--- config.mk ---
export PLATFORM = sky130hd
export DESIGN_NAME = serdes_refdiv_termination_cal
export DESIGN_NICKNAME = d
export VERILOG_FILES = /design/src/rtl/refdiv_pkg.sv /design/src/rtl/reg_access_if.sv /design/src/rtl/spi_reg_port.sv /design/src/rtl/term_cal_engine.sv /design/src/rtl/serdes_refdiv_termination_cal.sv
export SDC_FILE = /design/constraint.sdc
export NUM_CORES = 1
export LEC_CHECK = 0
export BUFFER_PORTS_ARGS = -buffer_cell sky130_fd_sc_hd__buf_2
export CORE_AREA = 2 2 126 158
export CTS_BUF_LIST = sky130_fd_sc_hd__clkbuf_8
export DETAILED_ROUTE_END_ITERATION = 8
export DIE_AREA = 0 0 128 160
export MAX_ROUTING_LAYER = met4
export PLACE_DENSITY = 0.34
export SYNTH_ARGS = -nofsm -noshare
export SYNTH_HDL_FRONTEND = slang
export SYNTH_HIERARCHICAL = 1
export SYNTH_SLANG_ARGS = --single-unit
--- constraint.sdc ---
create_clock -name clock -period 4.4 [get_ports clock]
set_input_delay 0.22 -clock clock [delete_from_list [all_inputs] [get_ports clock]]
set_output_delay 0.22 -clock clock [all_outputs]
set_load 0.02 [all_outputs]
--- src/rtl/refdiv_pkg.sv ---
// shared constants for the link reference divider and termination calibration bank
`default_nettype none
package refdiv_pkg;
	// ************************************************
	// register access widths and map
	// ************************************************
	localparam int ADDR_W = 15;
	localparam int DATA_W = 8;
	localparam logic [14:0] ADDR_REF_DIVIDER = 15'h0289;
	localparam logic [14:0] ADDR_CAL_START = 15'h02A7;
	localparam logic [14:0] ADDR_OVERRIDE = 15'h02A8;
	localparam logic [14:0] ADDR_READBACK = 15'h02AC;

	// ************************************************
	// field layout and reset values
	// ************************************************
	localparam int RATIO_LSB = 0;
	localparam int RATIO_W = 2;
	localparam int KICK_BIT = 0;
	localparam int OVR_ENABLE_BIT = 4;
	localparam int OVR_CODE_LSB = 1;
	localparam int TRIM_W = 3;
	localparam int CODE_W = 4;
	localparam logic [1:0] RST_REF_DIVIDER = 2'h0;
	localparam logic RST_CAL_START = 1'b0;
	localparam logic [7:0] RST_OVERRIDE = 8'h00;
	localparam logic [3:0] RST_CODE = 4'h0;

	// ************************************************
	// reference ratio codes and divider terminal counts
	// ************************************************
	localparam logic [1:0] RATIO_DIV4 = 2'h0;
	localparam logic [1:0] RATIO_DIV2 = 2'h1;
	localparam logic [1:0] RATIO_DIV1 = 2'h2;
	localparam logic [1:0] RATIO_UNUSED = 2'h3;
	localparam logic [1:0] DIV4_LAST = 2'h3;
	localparam logic [1:0] DIV2_LAST = 2'h1;
	localparam logic [1:0] DIV1_LAST = 2'h0;

	// ************************************************
	// serial frame: 16 instruction bits then 8 data bits
	// ************************************************
	localparam logic [4:0] INSTR_BITS = 5'h10;
	localparam logic [4:0] FRAME_BITS = 5'h18;

	// ************************************************
	// calibration timing
	// ************************************************
	localparam int CLOCK_MHZ = 250;
	localparam int SETTLE_NS = 100;
	localparam int SETTLE_CYCLES = (SETTLE_NS * CLOCK_MHZ + 999) / 1000;
endpackage
`default_nettype wire

--- src/rtl/reg_access_if.sv ---
// register access strobes between the serial port and the register bank
`default_nettype none
interface reg_access_if;
	logic wr_stb;
	logic rd_stb;
	logic [refdiv_pkg::ADDR_W-1:0] addr;
	logic [refdiv_pkg::DATA_W-1:0] wdata;
	logic [refdiv_pkg::DATA_W-1:0] rdata;
	modport port (output wr_stb, output rd_stb, output addr, output wdata, input rdata);
	modport bank (input wr_stb, input rd_stb, input addr, input wdata, output rdata);
endinterface
`default_nettype wire

--- src/rtl/spi_reg_port.sv ---
// serial register port: samples the host pins and issues register strobes
`default_nettype none
module spi_reg_port import refdiv_pkg::*; (
	input wire logic clock,
	input wire logic arst_n,
	input wire logic spi_sclk,
	input wire logic spi_cs_n,
	input wire logic spi_sdi,
	output logic spi_sdo,
	output logic spi_sdo_oe,
	reg_access_if.port bus
);
	localparam int PIN_SCLK = 0;
	localparam int PIN_CS = 1;
	localparam int PIN_SDI = 2;

	logic [2:0] pin_meta_q;
	logic [2:0] pin_sync_q;
	logic sclk_prev_q;
	logic [4:0] bit_cnt_q;
	logic [15:0] shift_q;
	logic read_q;
	logic [DATA_W-1:0] out_q;
	logic rd_stb_q;
	logic wr_stb_q;
	logic [ADDR_W-1:0] addr_q;
	logic [DATA_W-1:0] wdata_q;
	logic active;
	logic rise;
	logic fall;

	// two-stage synchronisers; the first stage feeds nothing but the second
	genvar g;
	for (g = 0; g < 3; g++) begin : gen_sync
		always_ff @(posedge clock or negedge arst_n) begin
			if (!arst_n) begin
				pin_meta_q[g] <= (g == PIN_CS);
				pin_sync_q[g] <= (g == PIN_CS);
			end else begin
				pin_meta_q[g] <= (g == PIN_SCLK) ? spi_sclk : (g == PIN_CS) ? spi_cs_n : spi_sdi;
				pin_sync_q[g] <= pin_meta_q[g];
			end
		end
	end

	always_ff @(posedge clock or negedge arst_n) begin
		if (!arst_n) sclk_prev_q <= 1'b0;
		else sclk_prev_q <= pin_sync_q[PIN_SCLK];
	end

	assign active = !pin_sync_q[PIN_CS];
	assign rise = active && pin_sync_q[PIN_SCLK] && !sclk_prev_q;
	assign fall = active && !pin_sync_q[PIN_SCLK] && sclk_prev_q;

	// frame shifter; bits past the data byte are ignored until select rises
	always_ff @(posedge clock or negedge arst_n) begin
		if (!arst_n) begin
			bit_cnt_q <= '0;
			shift_q <= '0;
			read_q <= 1'b0;
			addr_q <= '0;
		end else if (!active) begin
			bit_cnt_q <= '0;
			read_q <= 1'b0;
		end else if (rise && bit_cnt_q != FRAME_BITS) begin
			shift_q <= {shift_q[14:0], pin_sync_q[PIN_SDI]};
			bit_cnt_q <= bit_cnt_q + 5'h01;
			if (bit_cnt_q == INSTR_BITS - 5'h01) begin
				addr_q <= {shift_q[ADDR_W-2:0], pin_sync_q[PIN_SDI]};
				read_q <= shift_q[ADDR_W-1];
			end
		end
	end

	// one-cycle strobes: read after the instruction, write after the data byte
	always_ff @(posedge clock or negedge arst_n) begin
		if (!arst_n) begin
			rd_stb_q <= 1'b0;
			wr_stb_q <= 1'b0;
			wdata_q <= '0;
		end else begin
			rd_stb_q <= rise && bit_cnt_q == INSTR_BITS - 5'h01 && shift_q[ADDR_W-1];
			wr_stb_q <= rise && bit_cnt_q == FRAME_BITS - 5'h01 && !read_q;
			if (rise && bit_cnt_q == FRAME_BITS - 5'h01)
				wdata_q <= {shift_q[DATA_W-2:0], pin_sync_q[PIN_SDI]};
		end
	end

	// read data leaves msb first on falling edges, as mode 0 hosts expect
	always_ff @(posedge clock or negedge arst_n) begin
		if (!arst_n) begin
			out_q <= '0;
			spi_sdo <= 1'b0;
			spi_sdo_oe <= 1'b0;
		end else if (!active) begin
			spi_sdo <= 1'b0;
			spi_sdo_oe <= 1'b0;
		end else if (rd_stb_q) begin
			out_q <= bus.rdata;
		end else if (fall && read_q && bit_cnt_q >= INSTR_BITS && bit_cnt_q < FRAME_BITS) begin
			spi_sdo <= out_q[DATA_W-1];
			out_q <= {out_q[DATA_W-2:0], 1'b0};
			spi_sdo_oe <= 1'b1;
		end
	end

	assign bus.rd_stb = rd_stb_q;
	assign bus.wr_stb = wr_stb_q;
	assign bus.addr = addr_q;
	assign bus.wdata = wdata_q;
endmodule
`default_nettype wire

--- src/rtl/term_cal_engine.sv ---
// successive-approximation termination calibration for one block
`default_nettype none
module term_cal_engine import refdiv_pkg::*; #(
	parameter int SETTLE = SETTLE_CYCLES
) (
	input wire logic clock,
	input wire logic arst_n,
	input wire logic start,
	input wire logic cmp_pin,
	output logic [CODE_W-1:0] trial_code,
	output logic [CODE_W-1:0] result_code,
	output logic busy
);
	// limitation: the comparator answer arrives three cycles after the trial code,
	// so SETTLE below 3 makes each decision on the previous trial
	localparam int TW = $clog2(SETTLE + 1);
	localparam int RUN_CYCLES = CODE_W * (SETTLE + 1);

	typedef enum logic [1:0] {ST_IDLE, ST_SETTLE, ST_DECIDE} cal_state_type;
	cal_state_type state_q;
	logic [TW-1:0] timer_q;
	logic [1:0] idx_q;
	logic cmp_meta_q;
	logic cmp_sync_q;
	logic [CODE_W-1:0] decided;
	logic [15:0] run_cnt_q;

	// comparator is analog-side, so it is synchronised first
	always_ff @(posedge clock or negedge arst_n) begin
		if (!arst_n) begin
			cmp_meta_q <= 1'b0;
			cmp_sync_q <= 1'b0;
		end else begin
			cmp_meta_q <= cmp_pin;
			cmp_sync_q <= cmp_meta_q;
		end
	end

	// comparator high keeps the trial bit, low drops it
	always_comb begin
		decided = trial_code;
		decided[idx_q] = trial_code[idx_q] & cmp_sync_q;
	end

	// sequencing: each bit settles, then is decided; starts during a run are ignored
	always_ff @(posedge clock or negedge arst_n) begin
		if (!arst_n) begin
			state_q <= ST_IDLE;
			timer_q <= '0;
			idx_q <= '0;
			busy <= 1'b0;
			trial_code <= RST_CODE;
			result_code <= RST_CODE;
		end else begin
			case (state_q)
				ST_IDLE: begin
					if (start) begin
						trial_code <= RST_CODE;
						trial_code[CODE_W-1] <= 1'b1;
						idx_q <= 2'(CODE_W - 1);
						timer_q <= TW'(SETTLE - 1);
						busy <= 1'b1;
						state_q <= ST_SETTLE;
					end
				end
				ST_SETTLE: begin
					if (timer_q == '0) state_q <= ST_DECIDE;
					else timer_q <= timer_q - 1'b1;
				end
				ST_DECIDE: begin
					if (idx_q == '0) begin
						result_code <= decided;
						trial_code <= decided;
						busy <= 1'b0;
						state_q <= ST_IDLE;
					end else begin
						trial_code <= decided;
						trial_code[idx_q - 2'h1] <= 1'b1;
						idx_q <= idx_q - 2'h1;
						timer_q <= TW'(SETTLE - 1);
						state_q <= ST_SETTLE;
					end
				end
				default: state_q <= ST_IDLE;
			endcase
		end
	end

	// helper: length of the current run
	always_ff @(posedge clock or negedge arst_n) begin
		if (!arst_n) run_cnt_q <= '0;
		else if (!busy) run_cnt_q <= '0;
		else run_cnt_q <= run_cnt_q + 16'h0001;
	end

	a_run_length: assert property (@(posedge clock) disable iff (!arst_n)
		$fell(busy) |-> run_cnt_q == 16'(RUN_CYCLES))
		else $error("calibration run length wrong");
endmodule
`default_nettype wire

--- src/rtl/serdes_refdiv_termination_cal.sv ---
// link reference divider and termination block A calibration register bank
// ************************************************
// ************************************************
`default_nettype none
module serdes_refdiv_termination_cal import refdiv_pkg::*; #(
	parameter int SETTLE = SETTLE_CYCLES
) (
	input wire logic clock,
	input wire logic arst_n,
	input wire logic spi_sclk,
	input wire logic spi_cs_n,
	input wire logic spi_sdi,
	output logic spi_sdo,
	output logic spi_sdo_oe,
	input wire logic term_a_cmp,
	output logic link_pll_pfd_tick,
	output logic [CODE_W-1:0] term_a_code,
	output logic term_a_cal_busy
);
	reg_access_if regs ();

	logic [RATIO_W-1:0] ref_ratio_q;
	logic kick_q;
	logic kick_prev_q;
	logic [DATA_W-1:0] override_q;
	logic [1:0] div_cnt_q;
	logic pfd_tick_q;
	logic [CODE_W-1:0] term_code_q;
	logic [CODE_W-1:0] cal_trial;
	logic [CODE_W-1:0] cal_result;
	logic cal_busy;
	logic cal_start;
	logic ratio_wr;
	logic [CODE_W-1:0] code_in_effect;
	logic [2:0] gap_q;
	logic gap_valid_q;

	// ************************************************
	// helpers
	// ************************************************

	// terminal count of the divider for each ratio code
	function automatic logic [1:0] div_last(input logic [RATIO_W-1:0] ratio);
		case (ratio)
			RATIO_DIV4: return DIV4_LAST;
			RATIO_DIV2: return DIV2_LAST;
			RATIO_DIV1: return DIV1_LAST;
			default: return DIV4_LAST; // unused code falls back to the slowest ratio
		endcase
	endfunction

	// termination code selected by the override byte
	function automatic logic [CODE_W-1:0] select_code(input logic [DATA_W-1:0] ovr,
		input logic [CODE_W-1:0] auto_code);
		logic [CODE_W-1:0] forced;
		forced = '0;
		forced[TRIM_W-1:0] = ovr[OVR_CODE_LSB +: TRIM_W];
		return ovr[OVR_ENABLE_BIT] ? forced : auto_code;
	endfunction

	// ************************************************
	// leaf instances
	// ************************************************

	spi_reg_port u_spi (
		.clock(clock),
		.arst_n(arst_n),
		.spi_sclk(spi_sclk),
		.spi_cs_n(spi_cs_n),
		.spi_sdi(spi_sdi),
		.spi_sdo(spi_sdo),
		.spi_sdo_oe(spi_sdo_oe),
		.bus(regs.port)
	);

	term_cal_engine #(.SETTLE(SETTLE)) u_cal (
		.clock(clock),
		.arst_n(arst_n),
		.start(cal_start),
		.cmp_pin(term_a_cmp),
		.trial_code(cal_trial),
		.result_code(cal_result),
		.busy(cal_busy)
	);

	// ************************************************
	// register writes
	// ************************************************

	assign ratio_wr = regs.wr_stb && regs.addr == ADDR_REF_DIVIDER;

	// only the ratio field is stored; the upper bits are dropped
	always_ff @(posedge clock or negedge arst_n) begin
		if (!arst_n) ref_ratio_q <= RST_REF_DIVIDER;
		else if (ratio_wr) ref_ratio_q <= regs.wdata[RATIO_LSB +: RATIO_W];
	end

	// kick bit is level storage; its history gives the rising edge
	always_ff @(posedge clock or negedge arst_n) begin
		if (!arst_n) begin
			kick_q <= RST_CAL_START;
			kick_prev_q <= RST_CAL_START;
		end else begin
			if (regs.wr_stb && regs.addr == ADDR_CAL_START)
				kick_q <= regs.wdata[KICK_BIT];
			kick_prev_q <= kick_q;
		end
	end

	// full byte is writable; it reaches block A only
	always_ff @(posedge clock or negedge arst_n) begin
		if (!arst_n) override_q <= RST_OVERRIDE;
		else if (regs.wr_stb && regs.addr == ADDR_OVERRIDE) override_q <= regs.wdata;
	end

	// ************************************************
	// register reads
	// ************************************************

	assign code_in_effect = select_code(override_q, cal_result);

	// unmapped and reserved positions return zero
	always_comb begin
		regs.rdata = '0;
		case (regs.addr)
			ADDR_REF_DIVIDER: regs.rdata[RATIO_LSB +: RATIO_W] = ref_ratio_q;
			ADDR_CAL_START: regs.rdata[KICK_BIT] = kick_q;
			ADDR_OVERRIDE: regs.rdata = override_q;
			ADDR_READBACK: regs.rdata[CODE_W-1:0] = code_in_effect;
			default: regs.rdata = '0;
		endcase
	end

	// ************************************************
	// reference divider
	// ************************************************

	// a write to the ratio restarts the count so no short period escapes
	always_ff @(posedge clock or negedge arst_n) begin
		if (!arst_n) begin
			div_cnt_q <= '0;
			pfd_tick_q <= 1'b0;
		end else if (ratio_wr) begin
			div_cnt_q <= '0;
			pfd_tick_q <= 1'b0;
		end else if (div_cnt_q >= div_last(ref_ratio_q)) begin
			div_cnt_q <= '0;
			pfd_tick_q <= 1'b1;
		end else begin
			div_cnt_q <= div_cnt_q + 2'h1;
			pfd_tick_q <= 1'b0;
		end
	end

	assign link_pll_pfd_tick = pfd_tick_q;

	// ************************************************
	// calibration start and termination code
	// ************************************************

	// a held level gives no edge; an edge during a run is dropped
	assign cal_start = kick_q && !kick_prev_q && !cal_busy;

	// during a run the trial code drives the termination so the comparator sees it
	always_ff @(posedge clock or negedge arst_n) begin
		if (!arst_n) term_code_q <= RST_CODE;
		else if (cal_busy) term_code_q <= cal_trial;
		else term_code_q <= code_in_effect;
	end

	assign term_a_code = term_code_q;
	assign term_a_cal_busy = cal_busy;

	// ************************************************
	// checks
	// ************************************************

	// helper: cycles between divider ticks, valid only while the ratio is left alone
	always_ff @(posedge clock or negedge arst_n) begin
		if (!arst_n) begin
			gap_q <= '0;
			gap_valid_q <= 1'b0;
		end else begin
			if (pfd_tick_q) gap_q <= 3'h1;
			else if (gap_q != 3'h7) gap_q <= gap_q + 3'h1;
			if (ratio_wr) gap_valid_q <= 1'b0;
			else if (pfd_tick_q) gap_valid_q <= 1'b1;
		end
	end

	a_div4_gap: assert property (@(posedge clock) disable iff (!arst_n)
		pfd_tick_q && gap_valid_q && ref_ratio_q == RATIO_DIV4 |-> gap_q == 3'h4)
		else $error("divide by four period wrong");

	a_div2_gap: assert property (@(posedge clock) disable iff (!arst_n)
		pfd_tick_q && gap_valid_q && ref_ratio_q == RATIO_DIV2 |-> gap_q == 3'h2)
		else $error("divide by two period wrong");

	a_div1_tick: assert property (@(posedge clock) disable iff (!arst_n)
		ref_ratio_q == RATIO_DIV1 && !ratio_wr ##1 !ratio_wr |-> pfd_tick_q[*2])
		else $error("undivided reference missing ticks");

	a_unused_ratio: assert property (@(posedge clock) disable iff (!arst_n)
		pfd_tick_q && gap_valid_q && ref_ratio_q == RATIO_UNUSED |-> gap_q == 3'h4)
		else $error("unused ratio code not held at slowest rate");

	a_ratio_restart: assert property (@(posedge clock) disable iff (!arst_n)
		ratio_wr |=> !pfd_tick_q && div_cnt_q == 2'h0)
		else $error("ratio write did not restart divider");

	a_kick_edge: assert property (@(posedge clock) disable iff (!arst_n)
		kick_q && !kick_prev_q && !cal_busy |=> cal_busy)
		else $error("kick edge did not start a run");

	a_kick_level: assert property (@(posedge clock) disable iff (!arst_n)
		!cal_busy && kick_q && kick_prev_q |=> !cal_busy)
		else $error("held kick level started a run");

	a_auto_select: assert property (@(posedge clock) disable iff (!arst_n)
		!override_q[OVR_ENABLE_BIT] && !cal_busy |=> term_a_code == $past(cal_result))
		else $error("automatic code not applied");

	a_force_select: assert property (@(posedge clock) disable iff (!arst_n)
		override_q[OVR_ENABLE_BIT] && !cal_busy
		|=> term_a_code == {1'b0, $past(override_q[OVR_CODE_LSB +: TRIM_W])})
		else $error("forced code not applied");

	a_code_readback: assert property (@(posedge clock) disable iff (!arst_n)
		regs.rd_stb && regs.addr == ADDR_READBACK
		|-> regs.rdata == {4'h0, select_code(override_q, cal_result)} && regs.rdata[7:4] == 4'h0)
		else $error("readback does not show code in effect");

	a_reserved_zero: assert property (@(posedge clock) disable iff (!arst_n)
		regs.rd_stb && regs.addr == ADDR_REF_DIVIDER |-> regs.rdata[7:2] == 6'h00)
		else $error("reserved ratio bits not zero");

	a_override_hold: assert property (@(posedge clock) disable iff (!arst_n)
		!(regs.wr_stb && regs.addr == ADDR_OVERRIDE) |=> $stable(override_q))
		else $error("override byte changed without its write");
endmodule
`default_nettype wire

### Yosys cells after proc, flatten, opt, wreduce, memory -nomap -nowiden

Index checks and enable logic that the tools add are counted.

| cells by class | value |
|---|---|
| shift-type cells | 0 |
| reduce and logical (&&, ||, !) cells | 45 |
| muxes and demuxes | 49 |
| add/sub/neg operators | 4 |
| multiply operators | 0 |
| divide/modulo/power cells | 0 |
| equal/unequal tests | 17 |
| magnitude comparators | 7 |
| bitwise operators | 3 |

Operators with widths:

| cell | count |
|---|---|
| 15-bit by 10-bit equality test with 1-bit output, second input constant | 4 |
| 5-bit two-way mux | 5 |
| 4-bit two-way mux | 5 |
| 1-bit logical AND | 19 |
| 1-bit two-way mux | 17 |
| 8-bit two-way mux | 2 |
| 5-bit case mux with 3 select lines | 1 |
| 2-bit two-way mux | 7 |
| 2-bit AND reduction | 7 |
| 2-bit case mux with 2 select lines | 3 |
| 2-bit nonzero test | 5 |
| 3-bit AND reduction | 3 |
| 4-bit case mux with 2 select lines | 1 |
| 1-bit zero test | 6 |
| 2-bit by 3-bit < comparator with 1-bit output, second input constant | 2 |
| 2-bit by 1-bit != test with 1-bit output, second input constant | 3 |
| 2-bit != test, second input constant | 3 |
| 2-bit case mux with 3 select lines | 1 |
| 5-bit by 1-bit adder with 5-bit output, second input constant | 1 |
| 5-bit by 4-bit equality test with 1-bit output, second input constant | 1 |
| 5-bit equality test, second input constant | 1 |
| 5-bit greater-or-equal comparator, second input constant | 1 |
| 5-bit zero test | 1 |
| 5-bit < comparator, second input constant | 1 |
| 20 further kinds | 25 |

| storage, ports and cells | value |
|---|---|
| output and inout port bits | 8 |
| RAM bits | 0 |
| input port bits | 6 |
| memories kept | 0 |
| bits in read-only memories | 0 |
| word-level logic and storage cells | 157 |
| latch bits | 0 |
| register bits | 102 |

### Logic depth before layout (Yosys ltp)

| depth | value |
|---|---|
| depth in word-level cells | 9 |
| mapped depth | 7 |
| mapped depth without buffers | 7 |

### Modules after synthesis

Netlist, hierarchy kept.

Modules (own cells, without submodules):

| module | instances | seq. area each (µm²) | area each (µm²) | cells each |
|---|---|---|---|---|
| spi_reg_port | 1 | 1579.0 | 2549.9 | 184 |
| term_cal_engine | 1 | 500.5 | 1068.5 | 101 |
| serdes_refdiv_termination_cal | 1 | 475.5 | 1052.3 | 89 |

### Least setup slack after synthesis

No wires, ideal clock.

| timing | value |
|---|---|
| path kind | register to register |
| from | register u_spi.addr_q[11] (netlist: u_spi/bus.addr[11]) |
| to | register u_spi.out_q[0] |
| slack | 2.459 ns |
| buffers on the path | 0 |
| cell stages (with the launch flop) | 6 |
| clock period less this slack | 1.941 ns |
| required time | 4.334 ns |
| library setup time | 0.066 ns |
| arrival time | 1.874 ns |
| path through | dfrtp_1 or4b_4 or4_1 o221ai_1 and3_1 a221o_1 |

| between the ends | value |
|---|---|
| word-level cells in the longest chain between the ends | 3 |
| elaborated cells on any way between the ends | 6 |
| classes of those cells | eq/ne (4); mux (2) |

Ends and longest elaborated chain:

| element | RTL line | source |
|---|---|---|
| start: declaration | spi_reg_port.sv:26 | `logic [ADDR_W-1:0] addr_q;` |
| start signal: assignment | spi_reg_port.sv:69 | `addr_q <= {shift_q[ADDR_W-2:0], pin_sync_q[PIN_SDI]};` |
| 15-bit by 10-bit equality test with 1-bit output | serdes_refdiv_termination_cal.sv:125 | `case (regs.addr)` |
| 1-bit case mux with 4 select lines (*) | serdes_refdiv_termination_cal.sv:125 |  |
| named net regs.rdata, one bit | reg_access_if.sv:8 | `logic [refdiv_pkg::DATA_W-1:0] rdata;` |
| 8-bit two-way mux (*) | spi_reg_port.sv:98 | `end else if (rd_stb_q) begin` |
| end signal: assignment | spi_reg_port.sv:99 | `out_q <= bus.rdata;` |
| end signal: assignment | spi_reg_port.sv:102 | `out_q <= {out_q[DATA_W-2:0], 1'b0};` |
| end: declaration | spi_reg_port.sv:23 | `logic [DATA_W-1:0] out_q;` |

The timed path passes the listed nets; every way through them passes the cells marked *.
A chain may end at the register's enable or synchronous reset.

### Worst setup path after layout

| timing | value |
|---|---|
| from | register u_spi.addr_q[11] (netlist: u_spi/bus.addr[11]) |
| to | register override_q[2] |

| between the ends | value |
|---|---|
| word-level cells in the longest chain between the ends | 2 |

Ends and longest elaborated chain:

| element | RTL line | source |
|---|---|---|
| 15-bit by 10-bit equality test with 1-bit output | serdes_refdiv_termination_cal.sv:113 | `else if (regs.wr_stb && regs.addr == ADDR_OVERRIDE) override_q <= regs.wdata;` |
| 1-bit logical AND | serdes_refdiv_termination_cal.sv:113 |  |
| end signal: assignment | serdes_refdiv_termination_cal.sv:113 |  |
| end: declaration | serdes_refdiv_termination_cal.sv:25 | `logic [DATA_W-1:0] override_q;` |

No other way between the ends.

==> impl_summary.txt <==
----------------------------------------------------
[Outcome]
  Run status ... finished, violations left
  Failing checks ... negative hold slack

[Global route]
  Largest net degree at the start of global routing ... 75
  Total congestion overflow ... 0
  GRT Overall Usage ... 0.110
  Met3 track utilization from global routing ... 0.0204
  Antenna violations before repair ... 0
  Wire length of the first global-routing pass ... 16,700 um
  Global-route layer with the greatest usage ... met2
  Met1 global-route usage ... 0.136
  Met2 track utilization from global routing ... 0.174
  Number of global-route vias before repair ... 3,041

[Clock network]
  Number of clock sinks ... 102
  Clock latency on the worst-skew pair ... 380 ps
  Clock tree from TritonCTS ... yes
  Number of cells upsized or downsized after cts ... 0
  Clock buffer count from CTS ... 9
  Max H-tree Level ... 3
  Clock slew seen by the registers of the worst setup and hold paths ... 100 ps
  Longest Clk Path Bufs ... 2
  Clock root buffer ... sky130_fd_sc_hd__clkbuf_8

[Finish]
  # diodes ... 0
  Finished Layout Cells ... 629
  Net total in the final layout ... 406
  Commonest cells after routing, fill and taps aside ... 100 x sky130_fd_sc_hd__dfrtp_1, 41 x sky130_fd_sc_hd__mux2_2, 21 x sky130_fd_sc_hd__inv_1
  Share of post-route cells with drive strength above 1 ... 0.244
  Relative area change from synthesis to final layout ... 10.8%
  Layout fillers ... 1,992
  Most common cell after layout, fill and taps aside ... sky130_fd_sc_hd__dfrtp_1

[STA]
  Summed negative setup slack over all endpoints ... 0 ps
  Crit share post-route ... 0.527
  Total count of hold-check failures in the final report ... 4
  Number of max-slew violations in the final report ... 0
  Achievable clock frequency ... 431 MHz
  Unrepaired setup endpoints after global routing ... false
  Worst relative slew slack ... 0.339
  Min setup slack post-route ... 2080 ps
  Min Tclk post-route ... 2320 ps
  Final worst clock skew ... 11.7 ps
  Hold_ws ... -11.5 ps
  Number of endpoints failing setup at the final stage ... 0
  Slew at the pin with the worst max-slew slack ... 992 ps

[Floorplan]
  # IOs ... 14
  Initial Util ... 0.244
  Die outline height ... 160 um
  Placeable Area ... 19,100 sq um
  Overall die area ... 20,500 sq um
  Row count ... 57
  Die Wd ... 128 um

[Flow run]
  Max-cap violations ... 0

[Placement]
  Count of buffers inserted at the top-level ports ... 13
  Worst setup slack after placement ... 2070 ps
  Gpl congestion ... 0.706
  Cell total after placement ... 609
  Detailed Place HPWL ... 6730 um

[Setup path]
  Required time at the endpoint of the critical path ... 4660 ps
  Maximum single-stage delay on the critical path ... 580 ps
  Buf+Inv Stages, Crit Path ... 0
  Worst R2R Path Depth ... 4
  Type of the worst setup path ... reg2reg
  Cell family with most CP delay ... simple AND/OR/NAND/NOR gates
  Max Fanout on Critical Path ... 8
  Number of gates on the worst path with buffers counted ... 4
  Startpoint class of the critical path ... flip-flop
  Cells traversed along the worst timing path ... or4b_4, nor4_2, and3_1, mux2_4
  Critical path endpoint category ... flip-flop
  Critical-path cell with the highest stage delay ... sky130_fd_sc_hd__or4b_4
  Arrival time at the worst endpoint ... 2580 ps

[Synth]
  Asr flop ratio synth ... 1.00
  Syn_nets ... 392
  Warning count from the yosys run ... 6
  Top FF cell, synth ... sky130_fd_sc_hd__dfrtp_1
  Sequential element share of the synthesized area ... 0.547
  Post-synth cell types ... 59
  Synth Register Bits ... 102
  Gate count after technology mapping ... 374
  EDFF count, synth ... 0
  Cell area after technology mapping ... 4670 sq um
  Synthesized area per cell ... 12.5 sq um

[Route]
  Average wire length per cell after detail routing ... 15.8 um
  Total iterations of the first detailed-routing run ... 5
  DRC violations left ... 0
  Antenna Nets Post-Route ... 0
  Detailed router's first-iteration violation count ... 123
  Total vias in the final route ... 2,827
  Vias per std cell ... 4.49
  Routed wire length ... 9940 um

[Power]
  Power per standard cell area ... 317 nW/um^2
  Maximum vdd drop ... 0.103 mV
  Static Leak ... 2.34 nW

[Hold path]
  Hold/Removal Path Class ... in2async

----------------------------------------------------
[per-layer routing]
layer  part of all wire  vias to the layer above
li1                   -                     1366
met1               0.47                     1422
met2               0.49                       28
met3              0.018                       11
met4              0.020                        0
met5                  0                        -
[synth_stat cells (8+ instances only)]
library cell	n	area [sq um]
sky130_fd_sc_hd__clkbuf_1	9	33.8
sky130_fd_sc_hd__o22ai_1	9	56.3
sky130_fd_sc_hd__dfrtp_1	100	2500
sky130_fd_sc_hd__ha_1	12	150
sky130_fd_sc_hd__o21ai_0	12	60.1
sky130_fd_sc_hd__mux2i_1	15	150
sky130_fd_sc_hd__inv_1	19	71.3
sky130_fd_sc_hd__nor2_1	14	52.6
sky130_fd_sc_hd__mux2_2	41	462
sky130_fd_sc_hd__nand2_1	20	75.1
sky130_fd_sc_hd__nand2b_1	9	56.3
sky130_fd_sc_hd__mux2_4	8	120
[flip-flops by register name (all words and copies together), names as in the netlist, 2 cells and up]
register,flops
ref_ratio_q,2
u_cal/result_code,4
u_cal/trial_code,4
u_spi/out_q,8
u_spi/pin_sync_q,3
u_spi/pin_meta_q,3
u_cal/timer_q,5
term_a_code,4
u_spi/shift_q,15
override_q,8
u_cal/state_q,2
u_cal/idx_q,2
u_spi/bus.wdata,8
u_spi/bit_cnt_q,5
div_cnt_q,2
u_spi/bus.addr,15
[power by group]
group / internal (mW) / switching (mW)
combinational: 0.0376 / 0.0355
sequential: 0.978 / 0.0452
clock: 0.215 / 0.329
total: 1.23 / 0.409
[final cells by class]
| cell class | count | area (sq um) | share of cell area |
|---|---|---|---|
| inverters | 19 | 71.3 | 0.0138 |
| flip-flops and latches | 102 | 2550 | 0.494 |
| clock inverters | 6 | 30.0 | 0.00580 |
| clock buffers | 10 | 138 | 0.0266 |
| multi-input cells | 238 | 1970 | 0.381 |
| well taps | 236 | 295 | 0.0570 |
| repair buffers | 18 | 115 | 0.0222 |
[cell families (layout without fill, tap and decap cells)]
logic type               count (synthesis)  in the layout  share of synthesized area
flip-flops                             102            102                      0.547
AO/OA/AOI/OAI                           56             56                     0.0865
multiplexers                            66             66                      0.162
buffers and inverters                   34             53                     0.0308
XOR/XNOR                                 1              1                    0.00188
adder cells (fa/ha/maj)                 12             12                     0.0321
AND/OR/NAND/NOR                        103            103                      0.140
[final timing paths]
kind / startpoint / to / slack, ps
worst max register to register: u_spi/bus.addr[11] / override_q[2] / 2080
worst max-delay path: u_spi/bus.addr[11] / override_q[2] / 2080
min in group clock: u_spi/pin_meta_q[1] / u_spi/pin_sync_q[1] / 360
worst min register to register: u_spi/pin_meta_q[1] / u_spi/pin_sync_q[1] / 360
max in group asynchronous: arst_n / u_spi/pin_sync_q[1] / 3380
worst min-delay path: arst_n / u_cal/cmp_meta_q / -10
[through the flow]
step                power [mW]  hold WS (ps)  utilization  cell area (sq um)
CTS                       1.68          38.6        0.271               5180
global route              1.73          63.4        0.271               5180
detailed placement        1.12           333        0.260               4970
global placement          1.12           326        0.260               4970
floorplan                 1.07         -75.6            -               4670
finish                    1.64         -11.5        0.271               5180
[timing repair]
action | in CTS | in global routing
hold buffers | 4 | 0
buffers inserted | 0 | 0
hold endpoints to repair | 4 | 0
endpoints found under the setup margin | 0 | 0
Note: power is estimated with default switching activity, not from simulation.
